File: config.mk
export PLATFORM = sky130hd
export DESIGN_NAME = drc_refresh_xm
export DESIGN_NICKNAME = d
export VERILOG_FILES = /design/src/hdl/drc_refresh_xm.v
export VERILOG_INCLUDE_DIRS = /design/src /design/src/inc
export SDC_FILE = /design/constraint.sdc
export NUM_CORES = 1
export LEC_CHECK = 0
export ABC_AREA = 1
export BUFFER_PORTS_ARGS = -buffer_cell sky130_fd_sc_hd__buf_4
export CELL_PAD_IN_SITES_DETAIL_PLACEMENT = 1
export CELL_PAD_IN_SITES_GLOBAL_PLACEMENT = 2
export CORE_MARGIN = 2
export CORE_UTILIZATION = 30
export CTS_BUF_LIST = sky130_fd_sc_hd__clkbuf_4 sky130_fd_sc_hd__clkbuf_8
export DETAILED_ROUTE_END_ITERATION = 8
export HOLD_SLACK_MARGIN = 0.02
export PLACE_DENSITY = 0.86
export SLEW_MARGIN = 25
export SYNTH_ARGS = -nofsm -noshare
export SYNTH_HDL_FRONTEND = slang
export SYNTH_SLANG_ARGS = --single-unit
File: constraint.sdc
create_clock -name mclk_i -period 2.28 [get_ports mclk_i]
set_clock_uncertainty 0.1 [all_clocks]
set_input_delay 0 -clock mclk_i [delete_from_list [all_inputs] [get_ports mclk_i]]
set_output_delay 0 -clock mclk_i [all_outputs]
set_load 0.01 [all_outputs]
File: src/inc/drc_regs.vh
/*
 * Register map, field positions, reset values and timing counts of the
 * DRAM refresh and external master block.
 * Assumes: included by the design file by bare name; 32-bit AXI4-Lite words.
 */
`ifndef DRC_REGS_VH
`define DRC_REGS_VH

////////////////////////////////////////////////////////////////////////////////
// Register byte offsets
`define DRC_OFS_REFRESH_RATE 4'h0
`define DRC_OFS_DRAM_TIMING 4'h4
`define DRC_OFS_STATUS 4'h8

////////////////////////////////////////////////////////////////////////////////
// Refresh rate register: refresh_interval_field in bits 11:0
`define DRC_RC_W 12
`define DRC_RATE_RST 12'h000

// Timing register fields
`define DRC_TIM_W 11
`define DRC_TIM_RST 11'h000
`define DRC_TIM_RCD_LSB 0
`define DRC_TIM_RCD_MSB 2
`define DRC_TIM_RP_LSB 4
`define DRC_TIM_RP_MSB 5
`define DRC_TIM_ADE_BIT 8
`define DRC_TIM_PORT_LSB 9
`define DRC_TIM_PORT_MSB 10

// Port width codes
`define DRC_PORT_32 2'h0
`define DRC_PORT_8 2'h1
`define DRC_PORT_16 2'h2

// Transfer width codes
`define DRC_SZ_LONG 2'h0
`define DRC_SZ_BYTE 2'h1
`define DRC_SZ_WORD 2'h2
`define DRC_SZ_LINE 2'h3

////////////////////////////////////////////////////////////////////////////////
// Refresh interval: zero field gives the slow count, else field times unit
`define DRC_REF_SLOW_RELOAD 16'hFFFF
`define DRC_REF_UNIT_SHIFT 4
// Least row precharge and refresh row strobe width, in clocks
`define DRC_PRECH_MIN 3'h1
`define DRC_REF_RAS_MIN 3'h2

// AXI responses
`define DRC_RESP_OKAY 2'h0
`define DRC_RESP_SLVERR 2'h2

`endif

File: src/hdl/drc_refresh_xm.v
/*
 * DRAM refresh engine and external master strobe generator.
 * Assumes: one clock mclk_i; rst_i is the master reset (synchronous, high);
 * pins from the external bus pass two flip-flops; core signals share mclk_i.
 */
// Behaviour
// - Refresh is CAS-before-RAS on both banks
// - DRAM transfers delay refresh; others never do
// - Zero field: 65536 clocks, else N times 16
// - Piled-up requests yield one refresh only
// - Rate write reloads counter, requests once
// - Refresh holds off DRAM transfers through precharge
// - No bus request while refresh runs
// - Master reset aborts refresh, clears rate
// - Normal reset leaves refresh running
// - Capture address, direction, width on start
// - Refresh continues while external master owns bus
// - Data bus undriven when not bus master
// - Row waits for refresh and precharge
// - Refresh waits for external DRAM transfer
// - Acknowledge each transfer and subtransfer
// - Drive row then column when enabled
// - Address undriven when drive enable clear
// - No address drive for non-DRAM regions
// - Fastest nonburst transfer takes five clocks
// - Row, strobe, column, acknowledge sequence
`timescale 1ns/100ps
`include "drc_regs.vh"

module drc_refresh_xm #(
	parameter [27:0] DRAM_BASE = 28'h0000000,
	parameter [27:0] DRAM_MASK = 28'hF000000,
	parameter integer BANK_BIT = 23
) (
	// Clock and master reset
	input wire mclk_i,
	input wire rst_i,
	// AXI4-Lite register port
	input wire [3:0] axi_awaddr_i,
	input wire axi_awvalid_i,
	output reg axi_awready_o,
	input wire [31:0] axi_wdata_i,
	input wire [3:0] axi_wstrb_i,
	input wire axi_wvalid_i,
	output reg axi_wready_o,
	output reg [1:0] axi_bresp_o,
	output reg axi_bvalid_o,
	input wire axi_bready_i,
	input wire [3:0] axi_araddr_i,
	input wire axi_arvalid_i,
	output reg axi_arready_o,
	output reg [31:0] axi_rdata_o,
	output reg [1:0] axi_rresp_o,
	output reg axi_rvalid_o,
	input wire axi_rready_i,
	// Internal core side
	input wire core_dram_req_i,
	input wire core_dram_busy_i,
	input wire core_bus_owner_i,
	input wire core_data_drive_i,
	output reg bus_request_o,
	output reg core_hold_o,
	output reg data_oe_o,
	// External bus pins
	input wire norm_rst_n_i,
	input wire bus_granted_i,
	input wire transfer_start_n_i,
	input wire [27:0] addr_i,
	input wire rw_i,
	input wire [1:0] xfer_width_i,
	output reg [27:0] addr_o,
	output reg addr_oe_o,
	output reg transfer_ack_n_o,
	output reg transfer_ack_oe_o,
	// DRAM strobes
	output reg [1:0] ras_n_o,
	output reg [3:0] cas_n_o,
	output reg dram_write_strobe_n_o
);

	////////////////////////////////////////////////////////////////////////////////
	// States
	localparam [8:0] ST_IDLE = 9'h001;
	localparam [8:0] ST_REF_CAS = 9'h002;
	localparam [8:0] ST_REF_RAS = 9'h004;
	localparam [8:0] ST_PRECH = 9'h008;
	localparam [8:0] ST_XM_ROW = 9'h010;
	localparam [8:0] ST_XM_RAS = 9'h020;
	localparam [8:0] ST_XM_COL = 9'h040;
	localparam [8:0] ST_XM_ACK = 9'h080;
	localparam [8:0] ST_XM_END = 9'h100;

	////////////////////////////////////////////////////////////////////////////////
	// Functions
	function [3:0] port_bytes;
		input [1:0] port;
		begin
			case (port)
				`DRC_PORT_8: port_bytes = 4'h1;
				`DRC_PORT_16: port_bytes = 4'h2;
				default: port_bytes = 4'h4;
			endcase
		end
	endfunction

	// Beats of one transfer, less one
	function [3:0] beats_m1;
		input [1:0] port;
		input [1:0] sz;
		reg [4:0] bytes;
		begin
			bytes = 5'h04;
			case (sz)
				`DRC_SZ_BYTE: bytes = 5'h01;
				`DRC_SZ_WORD: bytes = 5'h02;
				`DRC_SZ_LINE: bytes = 5'h10;
				default: bytes = 5'h04;
			endcase
			case (port)
				`DRC_PORT_8: beats_m1 = bytes[3:0] - 4'h1;
				`DRC_PORT_16: beats_m1 = (bytes[4:1] == 4'h0) ? 4'h0 : bytes[4:1] - 4'h1;
				default: beats_m1 = (bytes[4:2] == 3'h0) ? 4'h0 : {1'b0, bytes[4:2]} - 4'h1;
			endcase
		end
	endfunction

	// Column strobes, lane 3 is the top byte of the data bus
	function [3:0] cas_lanes;
		input [1:0] port;
		input [1:0] sz;
		input [1:0] a;
		begin
			case (port)
				`DRC_PORT_8: cas_lanes = 4'h8;
				`DRC_PORT_16: cas_lanes = (sz == `DRC_SZ_BYTE) ? (a[0] ? 4'h4 : 4'h8) : 4'hC;
				default: begin
					if (sz == `DRC_SZ_BYTE)
						cas_lanes = 4'h8 >> a;
					else if (sz == `DRC_SZ_WORD)
						cas_lanes = a[1] ? 4'h3 : 4'hC;
					else
						cas_lanes = 4'hF;
				end
			endcase
		end
	endfunction

	function is_dram;
		input [27:0] a;
		begin
			is_dram = ((a & DRAM_MASK) == (DRAM_BASE & DRAM_MASK));
		end
	endfunction

	////////////////////////////////////////////////////////////////////////////////
	// Pin synchronisers
	reg [33:0] pin_s1_r;
	reg [33:0] pin_s2_r;
	always @(posedge mclk_i) begin
		pin_s1_r <= {norm_rst_n_i, bus_granted_i, transfer_start_n_i, rw_i, xfer_width_i, addr_i};
		pin_s2_r <= pin_s1_r;
	end
	wire norm_rst_s = ~pin_s2_r[33];
	wire granted_s = pin_s2_r[32];
	wire ts_s = ~pin_s2_r[31];
	wire rw_s = pin_s2_r[30];
	wire [1:0] sz_s = pin_s2_r[29:28];
	wire [27:0] addr_s = pin_s2_r[27:0];

	////////////////////////////////////////////////////////////////////////////////
	// Registers and bus slave
	reg [`DRC_RC_W-1:0] rate_r;
	reg [`DRC_TIM_W-1:0] timing_r;
	reg [3:0] awaddr_r;
	reg aw_held_r;
	reg [31:0] wdata_r;
	reg [3:0] wstrb_r;
	reg w_held_r;
	reg rate_wr_r;
	reg [8:0] state_r;
	reg ref_pend_r;
	reg xm_pend_r;
	reg [2:0] prech_cnt_r;

	wire [2:0] rcd = timing_r[`DRC_TIM_RCD_MSB:`DRC_TIM_RCD_LSB];
	wire [1:0] rp = timing_r[`DRC_TIM_RP_MSB:`DRC_TIM_RP_LSB];
	wire ade = timing_r[`DRC_TIM_ADE_BIT];
	wire [1:0] port = timing_r[`DRC_TIM_PORT_MSB:`DRC_TIM_PORT_LSB];
	wire ref_busy = state_r[1] | state_r[2];
	wire xm_busy = |state_r[8:4];
	wire wr_go = aw_held_r & w_held_r & ~axi_bvalid_o;
	wire [31:0] wmask = {{8{wstrb_r[3]}}, {8{wstrb_r[2]}}, {8{wstrb_r[1]}}, {8{wstrb_r[0]}}};
	wire [31:0] rate_new = ({20'h00000, rate_r} & ~wmask) | (wdata_r & wmask);
	wire [31:0] tim_new = ({21'h000000, timing_r} & ~wmask) | (wdata_r & wmask);

	// Master reset clears both programmable registers
	always @(posedge mclk_i) begin
		if (rst_i) begin
			axi_awready_o <= 1'b0;
			axi_wready_o <= 1'b0;
			axi_bvalid_o <= 1'b0;
			axi_bresp_o <= `DRC_RESP_OKAY;
			axi_arready_o <= 1'b0;
			axi_rvalid_o <= 1'b0;
			axi_rresp_o <= `DRC_RESP_OKAY;
			axi_rdata_o <= 32'h00000000;
			aw_held_r <= 1'b0;
			w_held_r <= 1'b0;
			awaddr_r <= 4'h0;
			wdata_r <= 32'h00000000;
			wstrb_r <= 4'h0;
			rate_r <= `DRC_RATE_RST;
			timing_r <= `DRC_TIM_RST;
			rate_wr_r <= 1'b0;
		end else begin
			rate_wr_r <= 1'b0;
			axi_awready_o <= ~aw_held_r & ~axi_awready_o & axi_awvalid_i;
			if (axi_awvalid_i & axi_awready_o) begin
				aw_held_r <= 1'b1;
				awaddr_r <= axi_awaddr_i;
			end
			axi_wready_o <= ~w_held_r & ~axi_wready_o & axi_wvalid_i;
			if (axi_wvalid_i & axi_wready_o) begin
				w_held_r <= 1'b1;
				wdata_r <= axi_wdata_i;
				wstrb_r <= axi_wstrb_i;
			end
			if (wr_go) begin
				aw_held_r <= 1'b0;
				w_held_r <= 1'b0;
				axi_bvalid_o <= 1'b1;
				axi_bresp_o <= `DRC_RESP_OKAY;
				case ({awaddr_r[3:2], 2'b00})
					`DRC_OFS_REFRESH_RATE: begin
						rate_r <= rate_new[`DRC_RC_W-1:0];
						rate_wr_r <= 1'b1;
					end
					`DRC_OFS_DRAM_TIMING: timing_r <= tim_new[`DRC_TIM_W-1:0];
					`DRC_OFS_STATUS: ;
					default: axi_bresp_o <= `DRC_RESP_SLVERR;
				endcase
			end else if (axi_bvalid_o & axi_bready_i) begin
				axi_bvalid_o <= 1'b0;
			end
			axi_arready_o <= ~axi_rvalid_o & ~axi_arready_o & axi_arvalid_i;
			if (axi_arvalid_i & axi_arready_o) begin
				axi_rvalid_o <= 1'b1;
				axi_rresp_o <= `DRC_RESP_OKAY;
				case ({axi_araddr_i[3:2], 2'b00})
					`DRC_OFS_REFRESH_RATE: axi_rdata_o <= {20'h00000, rate_r};
					`DRC_OFS_DRAM_TIMING: axi_rdata_o <= {21'h000000, timing_r};
					`DRC_OFS_STATUS: axi_rdata_o <= {27'h0000000, xm_pend_r, prech_cnt_r != 3'h0,
						xm_busy, ref_pend_r, ref_busy};
					default: begin
						axi_rdata_o <= 32'h00000000;
						axi_rresp_o <= `DRC_RESP_SLVERR;
					end
				endcase
			end else if (axi_rvalid_o & axi_rready_i) begin
				axi_rvalid_o <= 1'b0;
			end
		end
	end

	////////////////////////////////////////////////////////////////////////////////
	// Refresh interval counter
	reg [15:0] ref_cnt_r;
	wire [15:0] ref_reload = (rate_r == 12'h000) ? `DRC_REF_SLOW_RELOAD :
		{rate_r, 4'h0} - 16'h0001;
	wire ref_tick = (ref_cnt_r == 16'h0000);

	always @(posedge mclk_i) begin
		if (rst_i)
			ref_cnt_r <= `DRC_REF_SLOW_RELOAD;
		else if (rate_wr_r | ref_tick)
			ref_cnt_r <= ref_reload;
		else
			ref_cnt_r <= ref_cnt_r - 16'h0001;
	end

	////////////////////////////////////////////////////////////////////////////////
	// Transfer engine
	reg [27:0] xm_addr_r;
	reg xm_rw_r;
	reg [1:0] xm_sz_r;
	reg [3:0] beat_r;
	reg [2:0] wait_r;
	// Ending a refresh loads precharge so the next row waits for it
	wire [2:0] prech_load = `DRC_PRECH_MIN + {1'b0, rp};
	wire row_ok = (prech_cnt_r == 3'h0) & ~ref_pend_r;
	wire [27:0] col_addr = {xm_addr_r[18:0], xm_addr_r[8:0]};
	wire bank = xm_addr_r[BANK_BIT];

	always @(posedge mclk_i) begin
		if (rst_i) begin
			// Master reset aborts any refresh
			state_r <= ST_IDLE;
			ref_pend_r <= 1'b0;
			xm_pend_r <= 1'b0;
			prech_cnt_r <= 3'h0;
			xm_addr_r <= 28'h0000000;
			xm_rw_r <= 1'b1;
			xm_sz_r <= `DRC_SZ_LONG;
			beat_r <= 4'h0;
			wait_r <= 3'h0;
			addr_o <= 28'h0000000;
			addr_oe_o <= 1'b0;
			transfer_ack_n_o <= 1'b1;
			transfer_ack_oe_o <= 1'b0;
			ras_n_o <= 2'h3;
			cas_n_o <= 4'hF;
			dram_write_strobe_n_o <= 1'b1;
			bus_request_o <= 1'b0;
			core_hold_o <= 1'b0;
			data_oe_o <= 1'b0;
		end else begin
			// Several ticks while waiting collapse into one pending flag
			if (ref_tick | (rate_wr_r & ~ref_busy))
				ref_pend_r <= 1'b1;
			if (prech_cnt_r != 3'h0)
				prech_cnt_r <= prech_cnt_r - 3'h1;
			// A start is only noticed while the bus is granted away
			if (granted_s & ts_s & ~xm_busy & ~xm_pend_r & is_dram(addr_s)) begin
				xm_pend_r <= 1'b1;
				xm_addr_r <= addr_s;
				xm_rw_r <= rw_s;
				xm_sz_r <= sz_s;
			end
			// Core waits through refresh and its precharge
			core_hold_o <= ref_busy | state_r[3] | (state_r[0] & ref_pend_r);
			bus_request_o <= core_dram_req_i & ~core_bus_owner_i & ~ref_busy & ~state_r[3];
			data_oe_o <= core_bus_owner_i & core_data_drive_i;
			case (state_r)
				ST_IDLE: begin
					transfer_ack_oe_o <= 1'b0;
					// Refresh goes ahead unless a DRAM transfer or precharge is active
					if (ref_pend_r & ~core_dram_busy_i & (prech_cnt_r == 3'h0)) begin
						ref_pend_r <= ref_tick; // keeps a tick of this very cycle
						cas_n_o <= 4'h0;
						state_r <= ST_REF_CAS;
					end else if (xm_pend_r & row_ok & ~core_dram_busy_i) begin
						xm_pend_r <= 1'b0;
						beat_r <= beats_m1(port, xm_sz_r);
						state_r <= ST_XM_ROW;
					end
				end
				ST_REF_CAS: begin
					ras_n_o <= 2'h0; // Both banks together
					wait_r <= `DRC_REF_RAS_MIN + rcd;
					state_r <= ST_REF_RAS;
				end
				ST_REF_RAS: begin
					if (wait_r == 3'h1) begin
						ras_n_o <= 2'h3;
						cas_n_o <= 4'hF;
						prech_cnt_r <= prech_load;
						state_r <= ST_PRECH;
					end else begin
						wait_r <= wait_r - 3'h1;
					end
				end
				ST_PRECH: begin
					if (prech_cnt_r <= 3'h1)
						state_r <= ST_IDLE;
				end
				ST_XM_ROW: begin
					// Row strobe only once precharge is met
					if (prech_cnt_r == 3'h0) begin
						addr_o <= xm_addr_r;
						addr_oe_o <= ade;
						dram_write_strobe_n_o <= xm_rw_r;
						wait_r <= rcd;
						state_r <= ST_XM_RAS;
					end
				end
				ST_XM_RAS: begin
					// One cycle stands for the half clock before the row strobe
					ras_n_o[bank] <= 1'b0;
					state_r <= ST_XM_COL;
				end
				ST_XM_COL: begin
					if (wait_r == 3'h0) begin
						addr_o <= col_addr;
						transfer_ack_oe_o <= 1'b1;
						transfer_ack_n_o <= 1'b1;
						cas_n_o <= ~cas_lanes(port, xm_sz_r, xm_addr_r[1:0]);
						state_r <= ST_XM_ACK;
					end else begin
						wait_r <= wait_r - 3'h1;
					end
				end
				ST_XM_ACK: begin
					transfer_ack_n_o <= 1'b0;
					state_r <= ST_XM_END;
				end
				ST_XM_END: begin
					// Fastest path row to end is five clocks
					transfer_ack_n_o <= 1'b1;
					ras_n_o <= 2'h3;
					cas_n_o <= 4'hF;
					prech_cnt_r <= prech_load;
					if (beat_r != 4'h0) begin
						// Burst beats reopen the row after precharge
						beat_r <= beat_r - 4'h1;
						xm_addr_r <= xm_addr_r + {24'h000000, port_bytes(port)};
						state_r <= ST_XM_ROW;
					end else begin
						addr_oe_o <= 1'b0;
						dram_write_strobe_n_o <= 1'b1;
						state_r <= ST_IDLE;
					end
				end
				default: state_r <= ST_IDLE;
			endcase
			// Normal reset drops external work but never a refresh
			if (norm_rst_s & ~ref_busy & ~state_r[3]) begin
				xm_pend_r <= 1'b0;
				if (xm_busy) begin
					state_r <= ST_IDLE;
					addr_oe_o <= 1'b0;
					transfer_ack_oe_o <= 1'b0;
					transfer_ack_n_o <= 1'b1;
					ras_n_o <= 2'h3;
					cas_n_o <= 4'hF;
					dram_write_strobe_n_o <= 1'b1;
				end
			end
		end
	end

endmodule // drc_refresh_xm

Yosys cells after proc, flatten, opt, wreduce, memory -nomap -nowiden. Index checks and enable logic that the tools add are counted.

Word-level logic and storage cells: 263. Output and inout port bits: 82. Bits of input ports: 89. Flip-flop bits (word level): 262.

Add/sub/neg operators: 11. Magnitude comparators: 3. Equality and inequality tests: 26. Bitwise gates (word level): 61. Reduce and logical (&&, ||, !) cells: 28. Multiplexer cells: 95. Shifts and indexed selects: 1.

Operators with widths (number): $mux 28 (5); $mux 4 (21); $pmux 9 s9 (1); $mux 9 (8); $pmux 28 s2 (1); $pmux 12 s3 (1); $mux 16 (2); $sub 16x1->16 const B (2); $and 1x1->1 (30); $add 28x4->28 (1); $logic_not 28->1 (1); $mux 1 (27); $mux 5 (5); $and 12x12->12 (2); $pmux 4 s2 (3); $not 1->1 (17); $logic_not 16->1 (1); $pmux 4 s4 (1); $mux 3 (5); $pmux 5 s3 (1); $ne 2x2->1 const B (7); $logic_not 12->1 (1); $not 12->12 (1); $or 12x12->12 (1); other kinds (47) (80).

Longest topological paths before layout. Gate-level depths: netlist of run 1.

Depth after elaboration: 14. Gate-level depth with buffers: 15. Depth with buffers taken out: 15.

Worst setup path before layout of run 1. No wires, ideal clock.

Kind: register to register. Start: register with a tool-made name. End: register xm_addr_r[19]. Stages on the path, launching flop included: 12. Arrival: 1.973 ns. Setup slack: 0.096 ns. Setup time: 0.111 ns. Clock period less this slack: 2.184 ns. Data required time: 2.069 ns. Path buffers: 0. Cells stage by stage: dfxtp_1 inv_1 ha_1 ha_1 or2_2 nand3_1 nor2_2 nand2_1 nor2_1 nor2_1 nor2_1 nor2_1.

RTL lines: end signal, assigned (line drc_refresh_xm.v:325) `xm_addr_r <= addr_s;`; end signal, assigned (line drc_refresh_xm.v:405) `xm_addr_r <= xm_addr_r + {24'h000000, port_bytes(port)};`; end, declared (line drc_refresh_xm.v:283) `reg [27:0] xm_addr_r;`.

==> results.md, run 1 <==
* Most common cell after layout, fill and taps aside: nand2_1
* CP endpoint: xm_addr_r[16]$_SDFF_PP0_
* Synth top area share at a little under half
* Gr ovfl total at 0
* Leading area contributor after synthesis: dfxtp_1
* CTS buffer count at 45
* Worst slew margin at between 40 and 50%
* Pins over their slew limit at 0
* Row count at 67
* PwrDens at between 600 and 700 nW/um^2
* Max Root-Sink Buffers at 3
* Dpl hpwl at between 20 and 25 mm
* Yosys Warn Count at 0
* Clk slew on worst S/H paths at about 0.060 ns
* Post-Synthesis Cells at 1394
* Post-synthesis sequential area ratio at a little under half
* Final hold violation count at 0
* Fmax at about 470 MHz
* DR iter-0 viols at ~410
* Die area at 35970 sq um
* Root Buffer: clkbuf_8
* Synth Register Bits at around 240
* CTS tree: yes
* Fin crit share at between 90% and 100%
* Dpl ws at -0.2042 ns
* PortBufs at ~120
* DR WL/cell at 16.08 um
* Syn-to-layout area delta at 35.25%
* Final WS setup at 0.1468 ns
* Unrepaired setup endpoints after global routing: false
* GRT Total Usage at a little under a fifth
* H-tree levels at 2
* Sink Count at 238
* Largest net degree at the start of global routing at 81
* Peak fanout along the critical path at 3
* Total core area at 33700 sq um
* Drt total wl at roughly 35 mm
* Vias in the first global route at roughly 11000
* Via count at 10150
* ANT nets after route at 0
* CP arrival at ~2.5 ns
* Setup CP Type: flip-flop to flip-flop
* Worst skew pair latency at around 0.57 ns
* Setup TNS at 0 ns
* Initial core utilization at a little under a third
* CP Capture Type: flip-flop
* Chip height at between 150 and 200 um
* IR drop worst, VDD at between 400 and 500 uV
* Syn avg cell area at 7.417 sq um
* R2R Path End: xm_addr_r[16]$_SDFF_PP0_
* Drt via density at about 4.7
* CP startpoint kind: flip-flop
* Die Wd at 189.7 um
* Initial antenna violation count at 1
* Worst R2R Setup Slack at between 0.1 and 0.15 ns
* Mapped Area at approximately 10000 sq um
* Final setup viols at 0
* Status: finished clean
* Maxcap violations at 0
* Synth cell types at 45
* P_leak at 5.962 nW
* Share of layout cells above drive strength 1 at a little under a fifth
* GP Congestion at a little over 0.8
* Least-Margin Pin Slew at 0.7683 ns
* Worst Path Required at approximately 2.7 ns
* I/O pins at around 170
* Area contributors post-synth: dfxtp_1, nand2_1, nor2_1
* Worst hold path type: input port to flip-flop
* Most frequent cells in the layout: nand2_1, dfxtp_1, nor2_1
* DRC at 0
* Final min period at approximately 2.1 ns
* Post-layout nets at around 1800
* Global-route wire length before repair at around 55 mm
* Cells on worst reg2reg path at 14
* Drt first pass iters at 5
synth_stat cells (all sizes together):
master,n
a21oi,97
buf,41
and2,1
o21ai,152
o21a,1
clkbuf,24
nand2,282
o31ai,1
or2,4
a211oi,1
nand4,17
conb,1
a22oi,1
nand3,83
nor3b,2
o221ai,4
nor2,207
inv,132
xnor2,5
xor2,16
nor3,24
o22ai,3
o211ai,21
ha,23
clkinv,2
dfxtp,238
fa,1
a31oi,7
nor4,3
cell families after synthesis:
group,Yosys count,share of synthesized area (%)
AOI/OAI and AO/OA,288,14.88
other,1,0.03627
xor gates and xnor gates,21,1.779
adders and majority gates,24,2.977
buffers and inverters,199,8.664
DFF,238,46.08
and+or+nand+nor,623,25.58
power breakdown:
group	switching, mW	internal, mW	total (mW)
logic	0.371	0.342	0.712
registers	0.0676	4.29	4.36
clock network	1.84	2.42	4.26
flip-flops by register name (all words and copies together), names as in the netlist, 2 cells and up, named ones only:
| name | count |
|---|---|
| wstrb_r | 2 |
| ref_cnt_r | 16 |
| wait_r | 3 |
| wdata_r | 12 |
| xm_addr_r | 28 |
| xm_sz_r | 2 |
| state_r | 9 |
| beat_r | 4 |
| pin_s1_r | 34 |
| cas_n_o | 4 |
| awaddr_r | 2 |
| axi_rdata_o | 12 |
| ras_n_o | 2 |
| prech_cnt_r | 3 |
| addr_o | 28 |
| pin_s2_r | 34 |
cell type report:
class | instances | area (sq um)
flip-flops and latches | 238 | 4767
multi-input cells | 978 | 4846
repair buffers | 275 | 2377
clock buffers | 69 | 868.3
inverters | 134 | 504.2
clock inverters | 10 | 58.81
fillers | 4153 | 19720
diodes | 1 | 2.502
well taps | 448 | 560.5
per-layer routing:
metal  share of wire, %  wire length, um  track usage (%)
met2                 50            17240            35.02
met3                4.0             1380            3.450
met4                2.1              736            5.426
met1                 44            15270            22.95
met5                  0                0                0
worst min-delay path by stage:
stage,slack (ns),cells after the start,end,start
after global placement,0.005,1,pin_s1_r[7]$_DFF_P_,addr_i[7]
after detailed placement,0.005,1,pin_s1_r[19]$_DFF_P_,addr_i[19]
after global routing,0.14,3,axi_bvalid_o$_SDFFE_PP0P_,axi_bready_i
final,0.15,4,bus_request_o$_SDFF_PP0_,core_dram_req_i
after CTS,0.06,3,axi_bvalid_o$_SDFFE_PP0P_,axi_bready_i
after floorplan,-0.07,0,pin_s1_r[0]$_DFF_P_,addr_i[0]
worst max-delay path, stage by stage, from the launching register on:
cell	delay [ns]
dfxtp_2	0.32
inv_2	0.07
ha_4	0.14
ha_4	0.12
inv_2	0.03
fa_2	0.33
inv_2	0.07
nand2_2	0.05
nand2_2	0.09
buf_4	0.12
nand3_1	0.11
nor2_2	0.17
xor2_1	0.17
nor2_1	0.07
nor2_1	0.09
metrics by stage:
step / util (%) / power (mW) / cells / hold slack [ns] / cell area, sq um
global placement: 35.43 / 4.999 / 1970 / 0.004646 / 11940
global route: 41.50 / 9.763 / 2153 / 0.1427 / 13980
floorplan: - / 4.781 / 1415 / -0.07228 / 10420
CTS: 41.36 / 9.462 / 2151 / 0.06463 / 13940
detailed placement: 35.43 / 5.018 / 1970 / 0.005433 / 11940
finish: 41.50 / 9.325 / 2153 / 0.1487 / 13980
timing repair:
item	4_1_cts	5_1_grt
resized for setup	17	9
setup buffers	2	2
hold endpoints to repair	100	0
setup endpoints to repair	10	17
hold buffers	100	0
pin swaps	5	9
No activity file was read; power rests on OpenSTA's default activity.
==> run 2, diff against run 1 <==
--- a/config.mk
+++ b/config.mk
@@ -6,16 +6,16 @@
 export SDC_FILE = /design/constraint.sdc
 export NUM_CORES = 1
 export LEC_CHECK = 0
-export ABC_AREA = 1
+export ABC_AREA = 0
 export BUFFER_PORTS_ARGS = -buffer_cell sky130_fd_sc_hd__buf_4
 export CELL_PAD_IN_SITES_DETAIL_PLACEMENT = 1
 export CELL_PAD_IN_SITES_GLOBAL_PLACEMENT = 2
 export CORE_MARGIN = 2
-export CORE_UTILIZATION = 30
+export CORE_UTILIZATION = 32
 export CTS_BUF_LIST = sky130_fd_sc_hd__clkbuf_4 sky130_fd_sc_hd__clkbuf_8
 export DETAILED_ROUTE_END_ITERATION = 8
 export HOLD_SLACK_MARGIN = 0.02
-export PLACE_DENSITY = 0.86
+export PLACE_DENSITY = 0.87
 export SLEW_MARGIN = 25
 export SYNTH_ARGS = -nofsm -noshare
 export SYNTH_HDL_FRONTEND = slang
==> run 2 against run 1 <==
The flow now finishes with violations (setup timing). Power up 1.0%. Clock power about the same. Synthesized cell count is 19% lower. Critical path depth shrank 4. Non-clock buffer count increased by 86. Combinational power increased by 17%. Routed wire length is 1.3% lower. Sequential share of layout area decreased by 0.84 points. Cell count down 12%. Die area shrank 9.9%.
==> results.md, run 2 <==
* Status: complete, but fails checks
* Failing checks: setup timing
* DRC at 0 (unchanged)
* Comb power frac at 8.8% (+1.2 points)
* Slowest stage delay, CP at 0.37 ns (+0.04 ns)
* Synth cell types at 69 (+53%)
* Psw at 2.222 mW (-2.3%)
* Total core area at 30590 sq um (-9.2%)
* ANT nets after route at 0 (unchanged)
* Root Buffer: clkbuf_8
* Vias in the first global route at 9868 (-7.3%)
* Unrepaired setup endpoints after global routing: true
* Most common cell on crit path: ha_4
* Syn-to-layout area delta at 44.91%
* Final hold violation count at 0 (unchanged)
* Post-synth top cells: dfxtp_1, nand2_1, nor2_1, a21oi_1, clkbuf_1
* CP arrival at 2.71 ns (+0.17 ns)
* Peak fanout along the critical path at 5 (+2)
* Fin crit share at 105.3% (+12 points)
* CP Capture Type: flip-flop
* Placed insts at 1682 (-15%)
* Initial antenna violation count at 0 (-1)
* CP startpoint kind: flip-flop
* Max Root-Sink Buffers at 3 (unchanged)
* Least-Margin Pin Slew at 0.5823 ns (-0.1860 ns)
* Post-Synthesis Cells at 1123 (-19%)
* Drt first pass iters at 5 (unchanged)
* CTS tree: yes
* Share of flip-flops with an asynchronous set or reset at 0% (unchanged)
* Clock power frac at 45.0% (-0.7 points)
* Worst skew pair latency at 0.55 ns (-0.02 ns)
* Synth top area share at 48.06% (+2.0 points)
* Pins over their slew limit at 0 (unchanged)
* Ys flop type: dfxtp_1
* Worst path cell trace: inv_1 > ha_4 > ha_4 > o211ai_1 > nor2_2 > buf_6 > buf_4 > a41oi_2 > o21ai_1 > a21oi_2
* Post-synth EDFFs at 0 (unchanged)
* Placed Area at 11810 sq um (-1.1%)
* Worst R2R Setup Slack at -0.12 ns (-0.27 ns)
* Die area at 32410 sq um (-9.9%)
* Worst slew margin at 61.07% (+12 points)
* Mapped Area at 9915 sq um (-4.1%)
* Row count at 64 (-4.5%)
* Dpl hpwl at 22.36 mm (-8.6%)
* Via count at 9740 (-4.0%)
* P_leak at 5.755 nW (-3.5%)
* Synth Register Bits at 238 (unchanged)
* Post-route insts no fill at 1892 (-12%)
* I/O pins at 171 (unchanged)
* Area contributors post-synth: dfxtp_1, nand2_1, a21oi_1
* IR drop worst, VDD at 432.9 uV (-10%)
* Setup CP Type: flip-flop to flip-flop
* Post-synthesis sequential area ratio at 48.06% (+2.0 points)
* Worst Path Required at 2.59 ns (-0.09 ns)
* Initial core utilization at 32.41% (+1.7 points)
* Worst hold path type: input port to flip-flop
* Final Instance Area at 14370 sq um (+2.7%)
* Syn avg cell area at 8.829 sq um (+19%)
* Gr ovfl total at 0 (unchanged)
* Final WS setup at -0.1215 ns (-0.2684 ns)
* DR iter-0 viols at 502 (+21%)
* Leading area contributor after synthesis: dfxtp_1
* Fmax at 416.4 MHz (-11%)
* Final min period at 2.402 ns (+0.2684 ns)
* Internal power at 7.197 mW (+2.1%)
* Drt total wl at 34.17 mm (-1.3%)
* Share of layout cells above drive strength 1 at 26.35% (+8.3 points)
* Yosys Warn Count at 0 (unchanged)
* Chip height at 180.0 um (-5.1%)
* H-tree levels at 2 (unchanged)
* Crit path max-delay cell type: dfxtp_4
* Switching part of the total at 23.59% (-0.79 points)
* CTS buffer count at 43 (-4.4%)
* Most common cell after layout, fill and taps aside: dfxtp_1
* GRT Total Usage at 20.02% (+0.84 points)
* PortBufs at 122 (unchanged)
* Clk slew on worst S/H paths at 0.06 ns (about the same)
* PwrDens at 655.6 nW/um^2 (-1.7%)
* DR WL/cell at 18.06 um (+12%)
* Flop pwr share at 46.2% (-0.5 points)
* Die Wd at 180.0 um (-5.1%)
* Global-route wire length before repair at 53.05 mm (-3.8%)
* Drt via density at 5.148 (+9.2%)
* Most common cell in the netlist: dfxtp_1
* Most frequent cells in the layout: dfxtp_1, buf_4, nand2_1
* Maxcap violations at 0 (unchanged)
* GP Congestion at 0.8598 (+4.8%)
* Final setup viols at 10 (+10)
* Largest regs: pin_s1_r x34, pin_s2_r x34
* Sink Count at 238 (unchanged)
* Largest net degree at the start of global routing at 69 (-15%)
* Post-layout nets at 1578 (-12%)
## run 2: cell types whose count changed after synthesis, moves of 21 or more
cell / change
inv_1: -96
nand3_1: -39
a311oi_1: +26
mux2i_1: +21
clkbuf_1: +23
nor2_1: -102
nand2_1: -113
o21ai_0: -103
## run 2: final timing paths
path / startpoint / endpoint / depth (start not counted)
max: flip-flop / xm_addr_r[27]$_SDFF_PP0_ / 10
min: core_bus_owner_i / data_oe_o$_SDFF_PP0_ / 4
max reg2reg: flip-flop / xm_addr_r[27]$_SDFF_PP0_ / 10
min reg2reg: pin_s1_r[7]$_DFF_P_ / pin_s2_r[7]$_DFF_P_ / 0
## run 2: repair_timing
item                                    in CTS  in global routing
gates cloned                                 0                  1
hold buffers                               117                  0
endpoints found under the setup margin      24                 59
pin swaps                                    9                 30
gates resized for setup                     22                 58
buffers inserted                             6                 10
hold endpoints to repair                   102                  0
## run 2: cells by family after synthesis
logic type | synth area share [%]
muxes | 3.142
and+or+nand+nor | 21.82
buffers and inverters | 5.565
other | 0.03782
AOI/OAI and AO/OA | 16.24
xor gates and xnor gates | 2.032
adders and majority gates | 3.105
DFF | 48.06
## run 2: per-stage QoR
step | hold WS [ns] | setup TNS (ns) | util (%) | setup WS, ns | power, mW
after floorplan | -0.07228 | 0 | - | 0.001416 | 4.775
after global placement | 0.004780 | -0.3326 | 38.59 | -0.1052 | 5.066
after detailed placement | 0.005431 | -1.450 | 38.59 | -0.1630 | 5.090
after CTS | 0.1164 | -0.00008349 | 45.91 | -0.00008349 | 9.483
after global routing | 0.1525 | -1.912 | 46.96 | -0.2149 | 9.833
final | 0.1459 | -0.4540 | 46.97 | -0.1215 | 9.419
## run 2: critical path: cells and delay by family (launching register included)
family / cells / cell delay, ns
AND/OR/NAND/NOR: 1 / 0.25
adder cells (fa/ha/maj): 2 / 0.54
AO/OA/AOI/OAI: 4 / 0.64
flip-flops: 1 / 0.37
buffers and inverters: 3 / 0.37
## run 2: layout make-up
cell class	count	area [sq um]
Timing Repair Buffer	361	3090
Clock buffer	67	847.1
Clock inverter	8	67.56
Tap cell	396	495.5
Fill cell	3541	16220
Inverter	33	126.4
Sequential cell	238	4777
Multi-Input combinational cell	788	4961
Antenna cell	1	2.502
## run 2: per-layer routing
metal	vias to the layer above	routed length, um	track usage, %
li1	4646	-	-
met1	4777	15450	26.61
met2	252	16370	33.53
met3	65	1468	2.991
met4	0	879	6.290
met5	-	0	0
## run 2: power groups by stage
stage / Combinational, mW / Clock, mW / Sequential [mW]
after floorplan: 0.355 / 0 / 4.42
after global routing: 0.912 / 4.56 / 4.36
final: 0.833 / 4.24 / 4.35
after CTS: 0.798 / 4.34 / 4.34
after global placement: 0.637 / 0 / 4.43
after detailed placement: 0.658 / 0 / 4.43
